==> src/logic/imte_params.svh <==
// Register offsets, field positions, reset values and timing counts for the I2C engine
`ifndef IMTE_PARAMS_SVH
`define IMTE_PARAMS_SVH
`define IMTE_OFF_DATA 12'h000
`define IMTE_OFF_STAT 12'h004
`define IMTE_OFF_CTRL 12'h008
`define IMTE_OFF_BRH 12'h00c
`define IMTE_OFF_BRL 12'h010
`define IMTE_OFF_READBACK_SELECT 12'hf56
`define IMTE_CTRL_START 0
`define IMTE_CTRL_STOP 1
`define IMTE_CTRL_FLUSH 2
`define IMTE_CTRL_NAK 3
`define IMTE_CTRL_TXI 4
`define IMTE_CTRL_ADDR10 5
`define IMTE_STAT_TX_DATA_EMPTY_FLAG 0
`define IMTE_STAT_RX_DATA_FULL_FLAG 1
`define IMTE_STAT_NACK_INTERRUPT_FLAG 2
`define IMTE_STAT_ACK 3
`define IMTE_STAT_SS 8
`define IMTE_READBACK_SELECT_SEL 0
`define IMTE_BRG_RESET 16'h0004
`endif

==> src/logic/imte_pkg.sv <==
// Types for the I2C master transaction engine
package imte_pkg;
  typedef enum logic [1:0] {PH_A, PH_B, PH_C, PH_D} imte_phase_t;
  typedef logic [4:0] imte_code_t;
endpackage

==> src/logic/imte_top.sv <==
// I2C master transaction engine with APB registers
//
// Overview of operation
// Only this master originates START and STOP and starts every transaction.
// Start bit produces START: SDA falls while SCL is high.
// Stop bit produces STOP: SDA rises while SCL is high.
// Start bit set at transaction end gives a repeated START.
// START waits for both start bit and a written data byte; a repeated START here does not wait for the byte.
// Software sets transmit enable per transaction and clears it at the end.
// Master write stalls at acknowledge start while transmit data empty.
// Stalled acknowledge clock is issued just ahead of the next byte.
// No stall before acknowledge when start or stop is already set.
// Write NACK sets nack flag and holds bus until start or stop.
// Flush with start or stop discards stale transmit byte.
// Master read stalls after data acknowledge until receive flag clears.
// DMA reads n-1 bytes; software forces NACK and reads the last.
// Idle and START are codes 0 and 1; data bits 0_0010 to 0_1001.
// Data acknowledge is 0_1010; 0_1011 only with not-acknowledge.
// STOP spans codes 0_1100 then 0_1101.
// Seven-bit address uses 1_1001..1_1111, R/W 0_1111, acknowledge 0_1110.
// Ten-bit first byte uses 1_0000..1_0111, acknowledge 1_1000.
// Readback select returns baud reload when 0, live counter when 1.
// Software paces on empty, full and nack flags, not acknowledge bit.
// Shift-state code readable every cycle as a read-only field.
//
// The implementer's own choice: the APB register port.
`timescale 1ns/1ns
`include "imte_params.svh"
module imte_top
  import imte_pkg::*;
(
  // APB
  input wire logic pclk,
  input wire logic presetn,
  input wire logic psel,
  input wire logic penable,
  input wire logic pwrite,
  input wire logic [11:0] paddr,
  input wire logic [31:0] pwdata,
  output logic [31:0] prdata,
  output logic pready,
  output logic pslverr,
  // I2C pins
  input wire logic scl_in,
  output logic scl_out,
  output logic scl_oe,
  input wire logic sda_in,
  output logic sda_out,
  output logic sda_oe,
  // Status
  output logic tx_interrupt_request
);

  localparam imte_code_t S_IDLE = 5'h00;
  localparam imte_code_t S_START = 5'h01;
  localparam imte_code_t S_D7 = 5'h02;
  localparam imte_code_t S_D0 = 5'h09;
  localparam imte_code_t S_DACK = 5'h0a;
  localparam imte_code_t S_DNAK = 5'h0b;
  localparam imte_code_t S_STOP1 = 5'h0c;
  localparam imte_code_t S_STOP2 = 5'h0d;
  localparam imte_code_t S_AACK = 5'h0e;
  localparam imte_code_t S_ARW = 5'h0f;
  localparam imte_code_t S_X7 = 5'h10;
  localparam imte_code_t S_X0 = 5'h17;
  localparam imte_code_t S_XACK = 5'h18;
  localparam imte_code_t S_A7 = 5'h19;
  localparam imte_code_t S_A1 = 5'h1f;

  function automatic logic is_bit_state(input imte_code_t s);
    is_bit_state = (s >= S_D7 && s <= S_D0) || s == S_ARW || (s >= S_X7 && s <= S_X0)
      || s >= S_A7;
  endfunction

  function automatic logic is_ack_state(input imte_code_t s);
    is_ack_state = s == S_DACK || s == S_AACK || s == S_XACK;
  endfunction

  // Pin synchronisers
  logic [1:0] scl_sync_reg, sda_sync_reg;
  always_ff @(posedge pclk or negedge presetn) begin
    if (!presetn) begin
      scl_sync_reg <= 2'h3;
      sda_sync_reg <= 2'h3;
    end else begin
      scl_sync_reg <= {scl_sync_reg[0], scl_in};
      sda_sync_reg <= {sda_sync_reg[0], sda_in};
    end
  end
  logic scl_s, sda_s;
  assign scl_s = scl_sync_reg[1];
  assign sda_s = sda_sync_reg[1];

  // State registers
  logic [7:0] tx_reg, tx_next, sh_reg, sh_next, rx_reg, rx_next;
  logic tx_data_empty_flag_reg, tx_data_empty_flag_next, rx_data_full_flag_reg, rx_data_full_flag_next, nack_interrupt_flag_reg, nack_interrupt_flag_next, ack_reg, ack_next;
  logic start_reg, start_next, stop_reg, stop_next, nak_reg, nak_next;
  logic txi_reg, txi_next, a10_reg, a10_next, readback_select_reg, readback_select_next;
  logic rd_reg, rd_next, addr_reg, addr_next, hold_reg, hold_next;
  logic [15:0] brg_reg, brg_next, cnt_reg, cnt_next;
  imte_code_t st_reg, st_next;
  imte_phase_t ph_reg, ph_next;
  logic scl_reg, scl_next, sda_reg, sda_next;
  logic [31:0] prdata_next;
  logic pready_reg, pready_next, pslverr_next;

  logic wr_acc, rd_acc, tick;
  assign wr_acc = psel && penable && pwrite && !pready_reg;
  assign rd_acc = psel && penable && !pwrite && !pready_reg;
  assign tick = cnt_reg == 16'h0000;

  always_comb begin
    tx_next = tx_reg;
    sh_next = sh_reg;
    rx_next = rx_reg;
    tx_data_empty_flag_next = tx_data_empty_flag_reg;
    rx_data_full_flag_next = rx_data_full_flag_reg;
    nack_interrupt_flag_next = nack_interrupt_flag_reg;
    ack_next = ack_reg;
    start_next = start_reg;
    stop_next = stop_reg;
    nak_next = nak_reg;
    txi_next = txi_reg;
    a10_next = a10_reg;
    readback_select_next = readback_select_reg;
    rd_next = rd_reg;
    addr_next = addr_reg;
    hold_next = hold_reg;
    brg_next = brg_reg;
    cnt_next = tick ? brg_reg : cnt_reg - 16'h0001;
    st_next = st_reg;
    ph_next = ph_reg;
    scl_next = scl_reg;
    sda_next = sda_reg;
    prdata_next = 32'h0000_0000;
    pready_next = psel && penable && !pready_reg;
    pslverr_next = 1'b0;
    // Register writes first; engine events below win over clears
    if (wr_acc) begin
      case (paddr)
        `IMTE_OFF_DATA: begin
          tx_next = pwdata[7:0];
          tx_data_empty_flag_next = 1'b0;
        end
        `IMTE_OFF_CTRL: begin
          start_next = start_reg | pwdata[`IMTE_CTRL_START];
          stop_next = stop_reg | pwdata[`IMTE_CTRL_STOP];
          nak_next = pwdata[`IMTE_CTRL_NAK];
          txi_next = pwdata[`IMTE_CTRL_TXI];
          a10_next = pwdata[`IMTE_CTRL_ADDR10];
          if (pwdata[`IMTE_CTRL_FLUSH] && nack_interrupt_flag_reg) begin
            tx_data_empty_flag_next = 1'b1;
            nack_interrupt_flag_next = 1'b0;
          end
        end
        `IMTE_OFF_BRH: brg_next[15:8] = pwdata[7:0];
        `IMTE_OFF_BRL: brg_next[7:0] = pwdata[7:0];
        `IMTE_OFF_READBACK_SELECT: readback_select_next = pwdata[`IMTE_READBACK_SELECT_SEL];
        `IMTE_OFF_STAT: ;
        default: pslverr_next = 1'b1;
      endcase
    end
    if (rd_acc) begin
      case (paddr)
        `IMTE_OFF_DATA: begin
          prdata_next[7:0] = rx_reg;
          rx_data_full_flag_next = 1'b0;
        end
        `IMTE_OFF_STAT: begin
          prdata_next[`IMTE_STAT_TX_DATA_EMPTY_FLAG] = tx_data_empty_flag_reg;
          prdata_next[`IMTE_STAT_RX_DATA_FULL_FLAG] = rx_data_full_flag_reg;
          prdata_next[`IMTE_STAT_NACK_INTERRUPT_FLAG] = nack_interrupt_flag_reg;
          prdata_next[`IMTE_STAT_ACK] = ack_reg;
          prdata_next[`IMTE_STAT_SS +: 5] = st_reg;
        end
        `IMTE_OFF_CTRL: prdata_next[5:0] = {a10_reg, txi_reg, nak_reg, 1'b0, stop_reg, start_reg};
        `IMTE_OFF_BRH: prdata_next[7:0] = readback_select_reg ? cnt_reg[15:8] : brg_reg[15:8];
        `IMTE_OFF_BRL: prdata_next[7:0] = readback_select_reg ? cnt_reg[7:0] : brg_reg[7:0];
        `IMTE_OFF_READBACK_SELECT: prdata_next[0] = readback_select_reg;
        default: pslverr_next = 1'b1;
      endcase
    end
    // Four phases per bit: A set SDA (SCL low), B raise SCL, C sample, D lower SCL
    if (tick) begin
      case (st_reg)
        S_IDLE: begin
          scl_next = 1'b1;
          sda_next = 1'b1;
          if (start_reg && !tx_data_empty_flag_reg) begin
            st_next = S_START;
            ph_next = PH_A;
          end
        end
        S_START: begin
          case (ph_reg)
            PH_A: begin
              sda_next = 1'b1;
              ph_next = PH_B;
            end
            PH_B: begin
              scl_next = 1'b1;
              ph_next = PH_C;
            end
            PH_C: begin
              sda_next = 1'b0;
              ph_next = PH_D;
            end
            default: begin
              scl_next = 1'b0;
              start_next = 1'b0;
              sh_next = tx_reg;
              tx_data_empty_flag_next = 1'b1;
              rd_next = tx_reg[0];
              addr_next = 1'b1;
              st_next = a10_reg ? S_X7 : S_A7;
              ph_next = PH_A;
            end
          endcase
        end
        S_STOP1: begin
          // SDA goes low under a low clock first, so the low phase keeps its length
          if (ph_reg == PH_A) begin
            sda_next = 1'b0;
            ph_next = PH_B;
          end else begin
            scl_next = 1'b1;
            ph_next = PH_A;
            st_next = S_STOP2;
          end
        end
        S_STOP2: begin
          sda_next = 1'b1;
          stop_next = 1'b0;
          st_next = S_IDLE;
        end
        default: begin
          case (ph_reg)
            PH_A: begin
              if (is_ack_state(st_reg)) begin
                // Write-side ACK: SDA released. Read-side: drive ACK unless NAK forced
                sda_next = (rd_reg && !addr_reg) ? nak_reg : 1'b1;
                if ((!rd_reg || st_reg == S_XACK) && tx_data_empty_flag_reg && !start_reg && !stop_reg)
                  hold_next = 1'b1;
                // A late start or stop also ends the stall: no further byte follows
                if (hold_reg && (!tx_data_empty_flag_reg || start_reg || stop_reg))
                  hold_next = 1'b0;
                if (!hold_next)
                  ph_next = PH_B;
              end else begin
                sda_next = (rd_reg && !addr_reg && st_reg <= S_D0) ? 1'b1 : sh_reg[7];
                ph_next = PH_B;
              end
            end
            PH_B: begin
              scl_next = 1'b1;
              if (scl_s)
                ph_next = PH_C;
            end
            PH_C: begin
              if (is_bit_state(st_reg))
                sh_next = {sh_reg[6:0], sda_s};
              else
                ack_next = !sda_s;
              ph_next = PH_D;
            end
            default: begin
              scl_next = 1'b0;
              ph_next = PH_A;
              case (st_reg)
                S_X0: st_next = S_XACK;
                S_A1: st_next = S_ARW;
                S_ARW: st_next = S_AACK;
                S_D0: begin
                  st_next = S_DACK;
                  if (rd_reg) begin
                    rx_next = sh_reg;
                    rx_data_full_flag_next = 1'b1;
                  end
                end
                S_XACK, S_AACK, S_DACK: begin
                  if (!ack_reg && !(rd_reg && !addr_reg)) begin
                    nack_interrupt_flag_next = 1'b1;
                    st_next = S_DNAK;
                  end else if (st_reg == S_XACK) begin
                    sh_next = tx_reg;
                    tx_data_empty_flag_next = 1'b1;
                    st_next = S_A7;
                  end else if (start_reg) begin
                    st_next = S_START;
                  end else if (stop_reg) begin
                    st_next = S_STOP1;
                  end else if (rd_reg) begin
                    addr_next = 1'b0;
                    st_next = S_D7;
                  end else begin
                    addr_next = 1'b0;
                    sh_next = tx_reg;
                    tx_data_empty_flag_next = 1'b1;
                    st_next = S_D7;
                  end
                end
                default: st_next = st_reg + 5'h01;
              endcase
            end
          endcase
        end
      endcase
      // Bus hold states
      if (st_reg == S_DNAK) begin
        scl_next = 1'b0;
        if (start_reg) begin
          st_next = S_START;
          ph_next = PH_A;
        end else if (stop_reg) begin
          st_next = S_STOP1;
          ph_next = PH_A;
        end
      end
      if (st_reg == S_D7 && ph_reg == PH_A && rd_reg && rx_data_full_flag_reg)
        ph_next = PH_A;
    end
  end

  always_ff @(posedge pclk or negedge presetn) begin
    if (!presetn) begin
      tx_reg <= 8'h00;
      sh_reg <= 8'h00;
      rx_reg <= 8'h00;
      tx_data_empty_flag_reg <= 1'b1;
      rx_data_full_flag_reg <= 1'b0;
      nack_interrupt_flag_reg <= 1'b0;
      ack_reg <= 1'b0;
      start_reg <= 1'b0;
      stop_reg <= 1'b0;
      nak_reg <= 1'b0;
      txi_reg <= 1'b0;
      a10_reg <= 1'b0;
      readback_select_reg <= 1'b0;
      rd_reg <= 1'b0;
      addr_reg <= 1'b0;
      hold_reg <= 1'b0;
      brg_reg <= `IMTE_BRG_RESET;
      cnt_reg <= `IMTE_BRG_RESET;
      st_reg <= 5'h00;
      ph_reg <= PH_A;
      scl_reg <= 1'b1;
      sda_reg <= 1'b1;
      prdata <= 32'h0000_0000;
      pready_reg <= 1'b0;
      pslverr <= 1'b0;
      scl_out <= 1'b0;
      scl_oe <= 1'b0;
      sda_out <= 1'b0;
      sda_oe <= 1'b0;
      tx_interrupt_request <= 1'b0;
    end else begin
      tx_reg <= tx_next;
      sh_reg <= sh_next;
      rx_reg <= rx_next;
      tx_data_empty_flag_reg <= tx_data_empty_flag_next;
      rx_data_full_flag_reg <= rx_data_full_flag_next;
      nack_interrupt_flag_reg <= nack_interrupt_flag_next;
      ack_reg <= ack_next;
      start_reg <= start_next;
      stop_reg <= stop_next;
      nak_reg <= nak_next;
      txi_reg <= txi_next;
      a10_reg <= a10_next;
      readback_select_reg <= readback_select_next;
      rd_reg <= rd_next;
      addr_reg <= addr_next;
      hold_reg <= hold_next;
      brg_reg <= brg_next;
      cnt_reg <= cnt_next;
      st_reg <= st_next;
      ph_reg <= ph_next;
      scl_reg <= scl_next;
      sda_reg <= sda_next;
      prdata <= prdata_next;
      pready_reg <= pready_next;
      pslverr <= pslverr_next;
      // Open drain: drive low only
      scl_out <= 1'b0;
      scl_oe <= !scl_next;
      sda_out <= 1'b0;
      sda_oe <= !sda_next;
      tx_interrupt_request <= txi_next && tx_data_empty_flag_next && !nack_interrupt_flag_next;
    end
  end
  assign pready = pready_reg;

endmodule

==> config.mk <==
export PLATFORM = sky130hd
export DESIGN_NAME = imte_top
export DESIGN_NICKNAME = d
export VERILOG_FILES = /design/src/logic/imte_pkg.sv /design/src/logic/imte_top.sv
export VERILOG_INCLUDE_DIRS = /design/src /design/src/logic
export SDC_FILE = /design/constraint.sdc
export NUM_CORES = 1
export LEC_CHECK = 0
export BUFFER_PORTS_ARGS = -buffer_cell sky130_fd_sc_hd__buf_2
export CELL_PAD_IN_SITES_DETAIL_PLACEMENT = 1
export CELL_PAD_IN_SITES_GLOBAL_PLACEMENT = 2
export CORE_MARGIN = 3
export CORE_UTILIZATION = 36
export DETAILED_ROUTE_END_ITERATION = 7
export PLACE_DENSITY_LB_ADDON = 0.1
export SLEW_MARGIN = 20
export SYNTH_ARGS = -nofsm -noshare
export SYNTH_HDL_FRONTEND = slang
export SYNTH_SLANG_ARGS = --single-unit
==> constraint.sdc <==
create_clock -name pclk -period 3.26 [get_ports pclk]
set_input_delay 0.978 -clock pclk [delete_from_list [all_inputs] [get_ports pclk]]
set_output_delay 0.978 -clock pclk [all_outputs]
set_load 0.05 [all_outputs]
==> reports/results.txt, run 1 <==
Rows: 45
Commonest non-fill, non-tap cell in the layout: dfrtp_1
Worst Hold Depth: 0
Dominant synthesized flop cell: dfrtp_1
Final WL: 17.65 mm
Worst R2R Path Depth: 9
Via Count: 4680
RSZ-0062 raised after global routing: no
Final HPWL DP: 13.47 mm
Initial Util: 37.41%
Max VDD drop: 0.2556 mV
Residual DRC: 0
GRT Util Overall: 20.47%
Cts hold-fix bufs: 0
CP max FO: 7
Multi-input combinational cell area: 0.003024 mm2
Pwr/cell area: 365.9 mW/mm2
Post-CTS resize count: 0
Critical Path Start: paddr[1]
Synth Cell Area: 0.005792 mm2
Max H-tree Level: 3
Top Ports: 90
Clock root buffer master: clkbuf_16
Initial antenna violation count: 0
Rel. slew slack: 38.14%
Worst reg2reg setup slack: 410 ps
Inserted Diodes: 0
Max Used Layer: met4
Vias/cell: 5.423
Post-Syn Instances: 583
Mean Syn Cell Area: 9.934 um2
CTS buffer count: 9
Static Leak: 3.012 nW
Core area: 0.01548 mm2
Most frequent cells in the layout: 91 x dfrtp_1, 59 x mux2_2, 57 x nand2_1
Vias in the first global route: 4792
Chip width: 132.8 um
Die Y: 132.8 um
RePlAce Congestion: 0.8740
Worst Skew: 4.377 ps
Max Cap Viol: 0
Crit Path Class: in2reg
Post-DRT Antenna Nets: 0
Clock Sinks: 100
Fillers: 1800
Worst Hold Class: reg2reg
Met1 wire length: 8.851 mm
Nets: 710
Largest net degree at the start of global routing: 49
Fin Hold WS: 360.3 ps
Number of flops mapped to enable cells by yosys: 0
First-pass GRT wire length: 28.21 mm
Achievable Freq: 349.6 MHz
CP max-delay cell: or4_1
Final setup violation count: 0
Drt wl/cell: 20.45 um
Min-delay src: sda_sync_reg[0]$_DFF_PN1_
Crit end category: register
Met2 wire len: 7.810 mm
Register area: 0.002514 mm2
WP data required: 3510 ps
Worst-Margin Slew: 918.1 ps
Clk slew on worst S/H paths: 70 ps
Run status: finished, final reports clean
Share of cells above drive strength 1: 27.76%
Final period utilization: 87.75%
FF-to-FF Start: st_reg[0]$_DFFE_PN0P_
Max incr delay on CP: 550 ps
Post-synth top area share: 39.32%
Critical path startpoint category: primary input
Tmin final: 2861 ps
Area delta synth->final: 14.80%
Final slew viol count: 0
Postcts setup bufs: 0
Yosys reg bits: 100
Yosys cell types: 73
Final hold vios: 0
CTS tree: yes
Post-Route Setup TNS: 0 ps
Port bufs: 44
Largest cells by area after synthesis: dfrtp_1 39%, mux2_2 11%, dfstp_2 4.1%
Crit path cell chain: buf_2 > or4_1 > or3_1 > nor4b_4 > buf_4 > nand2_2 > o2bb2ai_2 > a211oi_2
Pre-antenna DRT Iters: 5
Yosys top cell by area: dfrtp_1
Die ar.: 0.01765 mm2
Drt initial violations: 274
Tot Pwr: 2.433 mW
CTS Buffer Depth: 2
Skew-Pair Late Insertion Delay: 350 ps
WP data arrival: 3110 ps
WL met3: 786 um
Syn. warnings: 0
Sequential area share after synthesis: 43.40%
FFs w/ async S/R, synth: 100.0%
Global route total overflow: 0
==> critical path: cells and delay by family <==
family / cells / cell delay [ps]
buf+inv: 2 / 310
simple gates: 4 / 1450
compound gates: 2 / 360
==> kinds of logic after synthesis <==
group           count (synthesis)  synth area share [%]
mux                            69                 13.20
flops                         100                 43.40
simple gates                  201                 18.77
fa+ha+maj                      11                 2.376
buf+inv                        64                 5.681
xor+xnor                       13                 1.966
other cells                     1               0.06475
compound gates                124                 14.54
==> final timing paths <==
| check | endpoint |
|---|---|
| min | sda_sync_reg[1]$_DFF_PN1_ |
| max in group asynchronous | tx_data_empty_flag_reg$_DFF_PN1_ |
| min in group asynchronous | st_reg[4]$_DFFE_PN0P_ |
| min reg2reg | sda_sync_reg[1]$_DFF_PN1_ |
| max reg2reg | sh_reg[1]$_DFFE_PN0P_ |
| max | tx_interrupt_request$_DFF_PN0_ |
==> stage by stage <==
step                      setup slack (ps)  std cells  instance area [um2]  utilization (%)
after floorplan                      197.5        603                 5867                -
after global placement               107.6        848                 6375            41.17
after detailed placement             74.94        848                 6375            41.17
after CTS                            423.2        863                 6649            42.94
after global routing                 263.5        863                 6649            42.94
final                                399.2        863                 6649            42.94
==> area by class of cell <==
| type | instances | area share, % |
|---|---|---|
| Timing Repair Buffer | 80 | 7.603 |
| Tap cell | 211 | 3.971 |
| Clock buffer | 9 | 3.387 |
| Clock inverter | 6 | 0.7339 |
| Sequential cell | 100 | 37.81 |
| Inverter | 18 | 1.016 |
| Multi-Input combinational cell | 439 | 45.48 |
==> cell usage after synthesis (all sizes together) (4+ instances only) <==
master / n
buf: 26
xor2: 7
o21ai: 27
mux2i: 10
o311ai: 4
nor3: 13
nand2: 58
nand3b: 4
o31ai: 4
dfrtp: 91
a211oi: 5
nand4b: 6
xnor2: 6
or4: 4
nand2b: 8
a21o: 4
nor4: 5
o211ai: 4
nor4b: 4
and2: 10
dfstp: 9
a22oi: 4
ha: 11
nor2: 52
and3: 4
a21oi: 29
mux2: 59
a31oi: 7
inv: 18
clkbuf: 20
nand3: 7
a221oi: 5
nor2b: 8
==> layer usage <==
metal / vias to the layer above / global-route usage [%]
li1: 2198 / -
met1: 2350 / 30.60
met2: 118 / 31.01
met3: 14 / 3.194
met4: 0 / 5.081
met5: - / 0
==> where the power goes <==
part / total [mW] / internal, mW / switching, mW
Combinational: 0.155 / 0.0330 / 0.122
Sequential: 1.27 / 1.25 / 0.0144
Clock: 1.01 / 0.524 / 0.485
Note: power is estimated with default switching activity, not from simulation.
==> run 2, diff against run 1 <==
CORE_MARGIN = 2   (was 3)
RECOVER_POWER = 25   (was not set)
==> run 2 against run 1 <==
The run now ends with max-capacitance violations, max-slew violations left. Worst setup slack got worse by 180 ps. Non-clock buffer count did not move. First-iteration DRC count fell by 0.73%. Sequential share of layout area barely moved.
==> reports/results.txt, run 2 (synthesized netlist as in run 1, its figures left out) <==
Core area: 0.01583 mm2 (+2.2%)
Post-Route Setup TNS: 0 ps (unchanged)
First-pass GRT wire length: 27.72 mm (-1.7%)
Most frequent cells in the layout: 91 x dfrtp_1, 59 x mux2_2, 57 x nand2_1
Max incr delay on CP: 690 ps (+140 ps)
Static Leak: 2.995 nW (-0.56%)
Post-CTS resize count: 0 (unchanged)
Initial Util: 36.59% (-0.81 points)
Top Ports: 90 (unchanged)
Tot Pwr: 2.429 mW (-0.14%)
Die ar.: 0.01712 mm2 (-3.0%)
Cts hold-fix bufs: 0 (unchanged)
Die Y: 130.8 um (-1.5%)
Crit Path Class: reg2reg
RePlAce Congestion: 0.8721 (-0.22%)
Residual DRC: 0 (unchanged)
Clock Sinks: 100 (unchanged)
Vias/cell: 5.425 (about the same)
Worst-Margin Slew: 2182 ps (+1263 ps)
Final slew viol count: 41 (+41)
Min-delay src: scl_sync_reg[0]$_DFF_PN1_
CP max FO: 8 (+1)
Worst Skew: 14.40 ps (+10.02 ps)
Worst Hold Class: reg2reg
Area after DPL: 0.006381 mm2 (about the same)
Achievable Freq: 328.9 MHz (-5.9%)
CTS Buffer Depth: 2 (unchanged)
WP data required: 3490 ps (-20 ps)
Rows: 46 (+2.2%)
Final instance area: 0.006641 mm2 (-0.11%)
Area delta synth->final: 14.67%
CP max-delay cell: a211oi_2
Pre-antenna DRT Iters: 5 (unchanged)
Chip width: 130.8 um (-1.5%)
Tmin final: 3040 ps (+179.5 ps)
Pwr/cell area: 365.8 mW/mm2 (about the same)
Global route total overflow: 0 (unchanged)
Initial antenna violation count: 1 (+1)
Rel. slew slack: -45.44% (-84 points)
CTS tree: yes
Place WS: 77.25 ps (+2.313 ps)
WP data arrival: 3270 ps (+160 ps)
Final period utilization: 93.26% (+5.5 points)
Run status: finished with violations
Max H-tree Level: 3 (unchanged)
Largest net degree at the start of global routing: 41 (-16%)
Most used cell, CP: ha_1
Max Cap Viol: 1 (+1)
Final setup violation count: 0 (unchanged)
Clock root buffer master: clkbuf_16
Drt wl/cell: 20.48 um (+0.11%)
GRT Util Overall: 21.61% (+1.1 points)
Vias in the first global route: 4813 (+0.44%)
Final WL: 17.79 mm (+0.81%)
Commonest non-fill, non-tap cell in the layout: dfrtp_1
Post-DRT Antenna Nets: 0 (unchanged)
Critical path startpoint category: register
Final hold vios: 0 (unchanged)
Crit path cell chain: ha_1 > and3_1 > ha_1 > a311oi_1 > o31ai_1 > o221ai_1 > a211oi_2 > mux2_2
FF-to-FF Start: st_reg[1]$_DFFE_PN0P_
Inserted Diodes: 0 (unchanged)
Nets: 710 (unchanged)
Skew-Pair Late Insertion Delay: 360 ps (about the same)
Share of cells above drive strength 1: 27.41% (-0.35 points)
Port bufs: 44 (unchanged)
CTS buffer count: 9 (unchanged)
Failing checks: max-capacitance violations, max-slew violations
Clk slew on worst S/H paths: 70 ps (about the same)
RSZ-0062 raised after global routing: no
Crit end category: register
Drt initial violations: 272 (-0.73%)
Slack of the critical path: 219.8 ps (-179.5 ps)
Via Count: 4714 (+0.73%)
Max VDD drop: 0.2272 mV (-11%)
Critical Path Start: st_reg[1]$_DFFE_PN0P_
Postcts setup bufs: 0 (unchanged)
Final HPWL DP: 13.39 mm (-0.60%)
[run 2: changes by cell type in the layout (fill, tap and decap cells not counted)]
cell / delta
buf_4: -3
clkbuf_1: +3
inv_8: -2
clkbuf_2: +2
clkinvlp_4: +2
clkinv_2: -1
[run 2: stage by stage]
stage	cells	hold slack, ps	utilization, %
2_1_floorplan	603	345.2	-
3_3_place_gp	853	346.1	40.32
3_5_place_dp	853	348.1	40.32
4_1_cts	869	358.0	42.02
5_1_grt	869	364.6	41.96
6_report	869	356.8	41.96
[run 2: cell type report]
class	count	area [um2]
multi-input combinational	439	3024
timing repair buffer	80	496.7
tap	216	270.3
clock inverter	5	36.28
inverter	18	67.56
fill	1832	9186
clock buffer	11	232.7
sequential	100	2514
[run 2: critical path, delay by kind of cell, from the launching register on]
family / cells / cell delay [ps]
adder cells (fa/ha/maj): 2 / 550
flip-flops: 1 / 520
AND/OR/NAND/NOR: 1 / 220
AO/OA/AOI/OAI: 4 / 1210
multiplexers: 1 / 420
[run 2: worst paths after layout]
| kind | end | slack, ps | depth (start not counted) |
|---|---|---|---|
| worst min register to register | scl_sync_reg[1]$_DFF_PN1_ | 360 | 0 |
| worst min-delay path | scl_sync_reg[1]$_DFF_PN1_ | 360 | 0 |
| worst max-delay path | sh_reg[1]$_DFFE_PN0P_ | 220 | 8 |
| min in group asynchronous | st_reg[1]$_DFFE_PN0P_ | 1260 | 1 |
| max in group asynchronous | brg_reg[4]$_DFFE_PN0P_ | 570 | 2 |
| worst max register to register | sh_reg[1]$_DFFE_PN0P_ | 220 | 8 |
[run 2: routing by layer]
layer / track usage (%) / vias to the layer above / wire (um) / part of all wire, %
met5: 0 / - / 0 / 0
li1: - / 2186 / - / -
met2: 33.27 / 114 / 7969 / 45
met1: 31.92 / 2400 / 8758 / 49
met3: 3.094 / 14 / 874 / 4.9
met4: 5.757 / 0 / 191 / 1.1
[run 2: power by group]
part | switching [mW] | internal [mW] | leakage [nW]
logic | 0.120 | 0.0318 | 1.56
clock network | 0.489 | 0.520 | 0.122
registers | 0.0140 | 1.25 | 1.31
total | 0.623 | 1.81 | 2.99
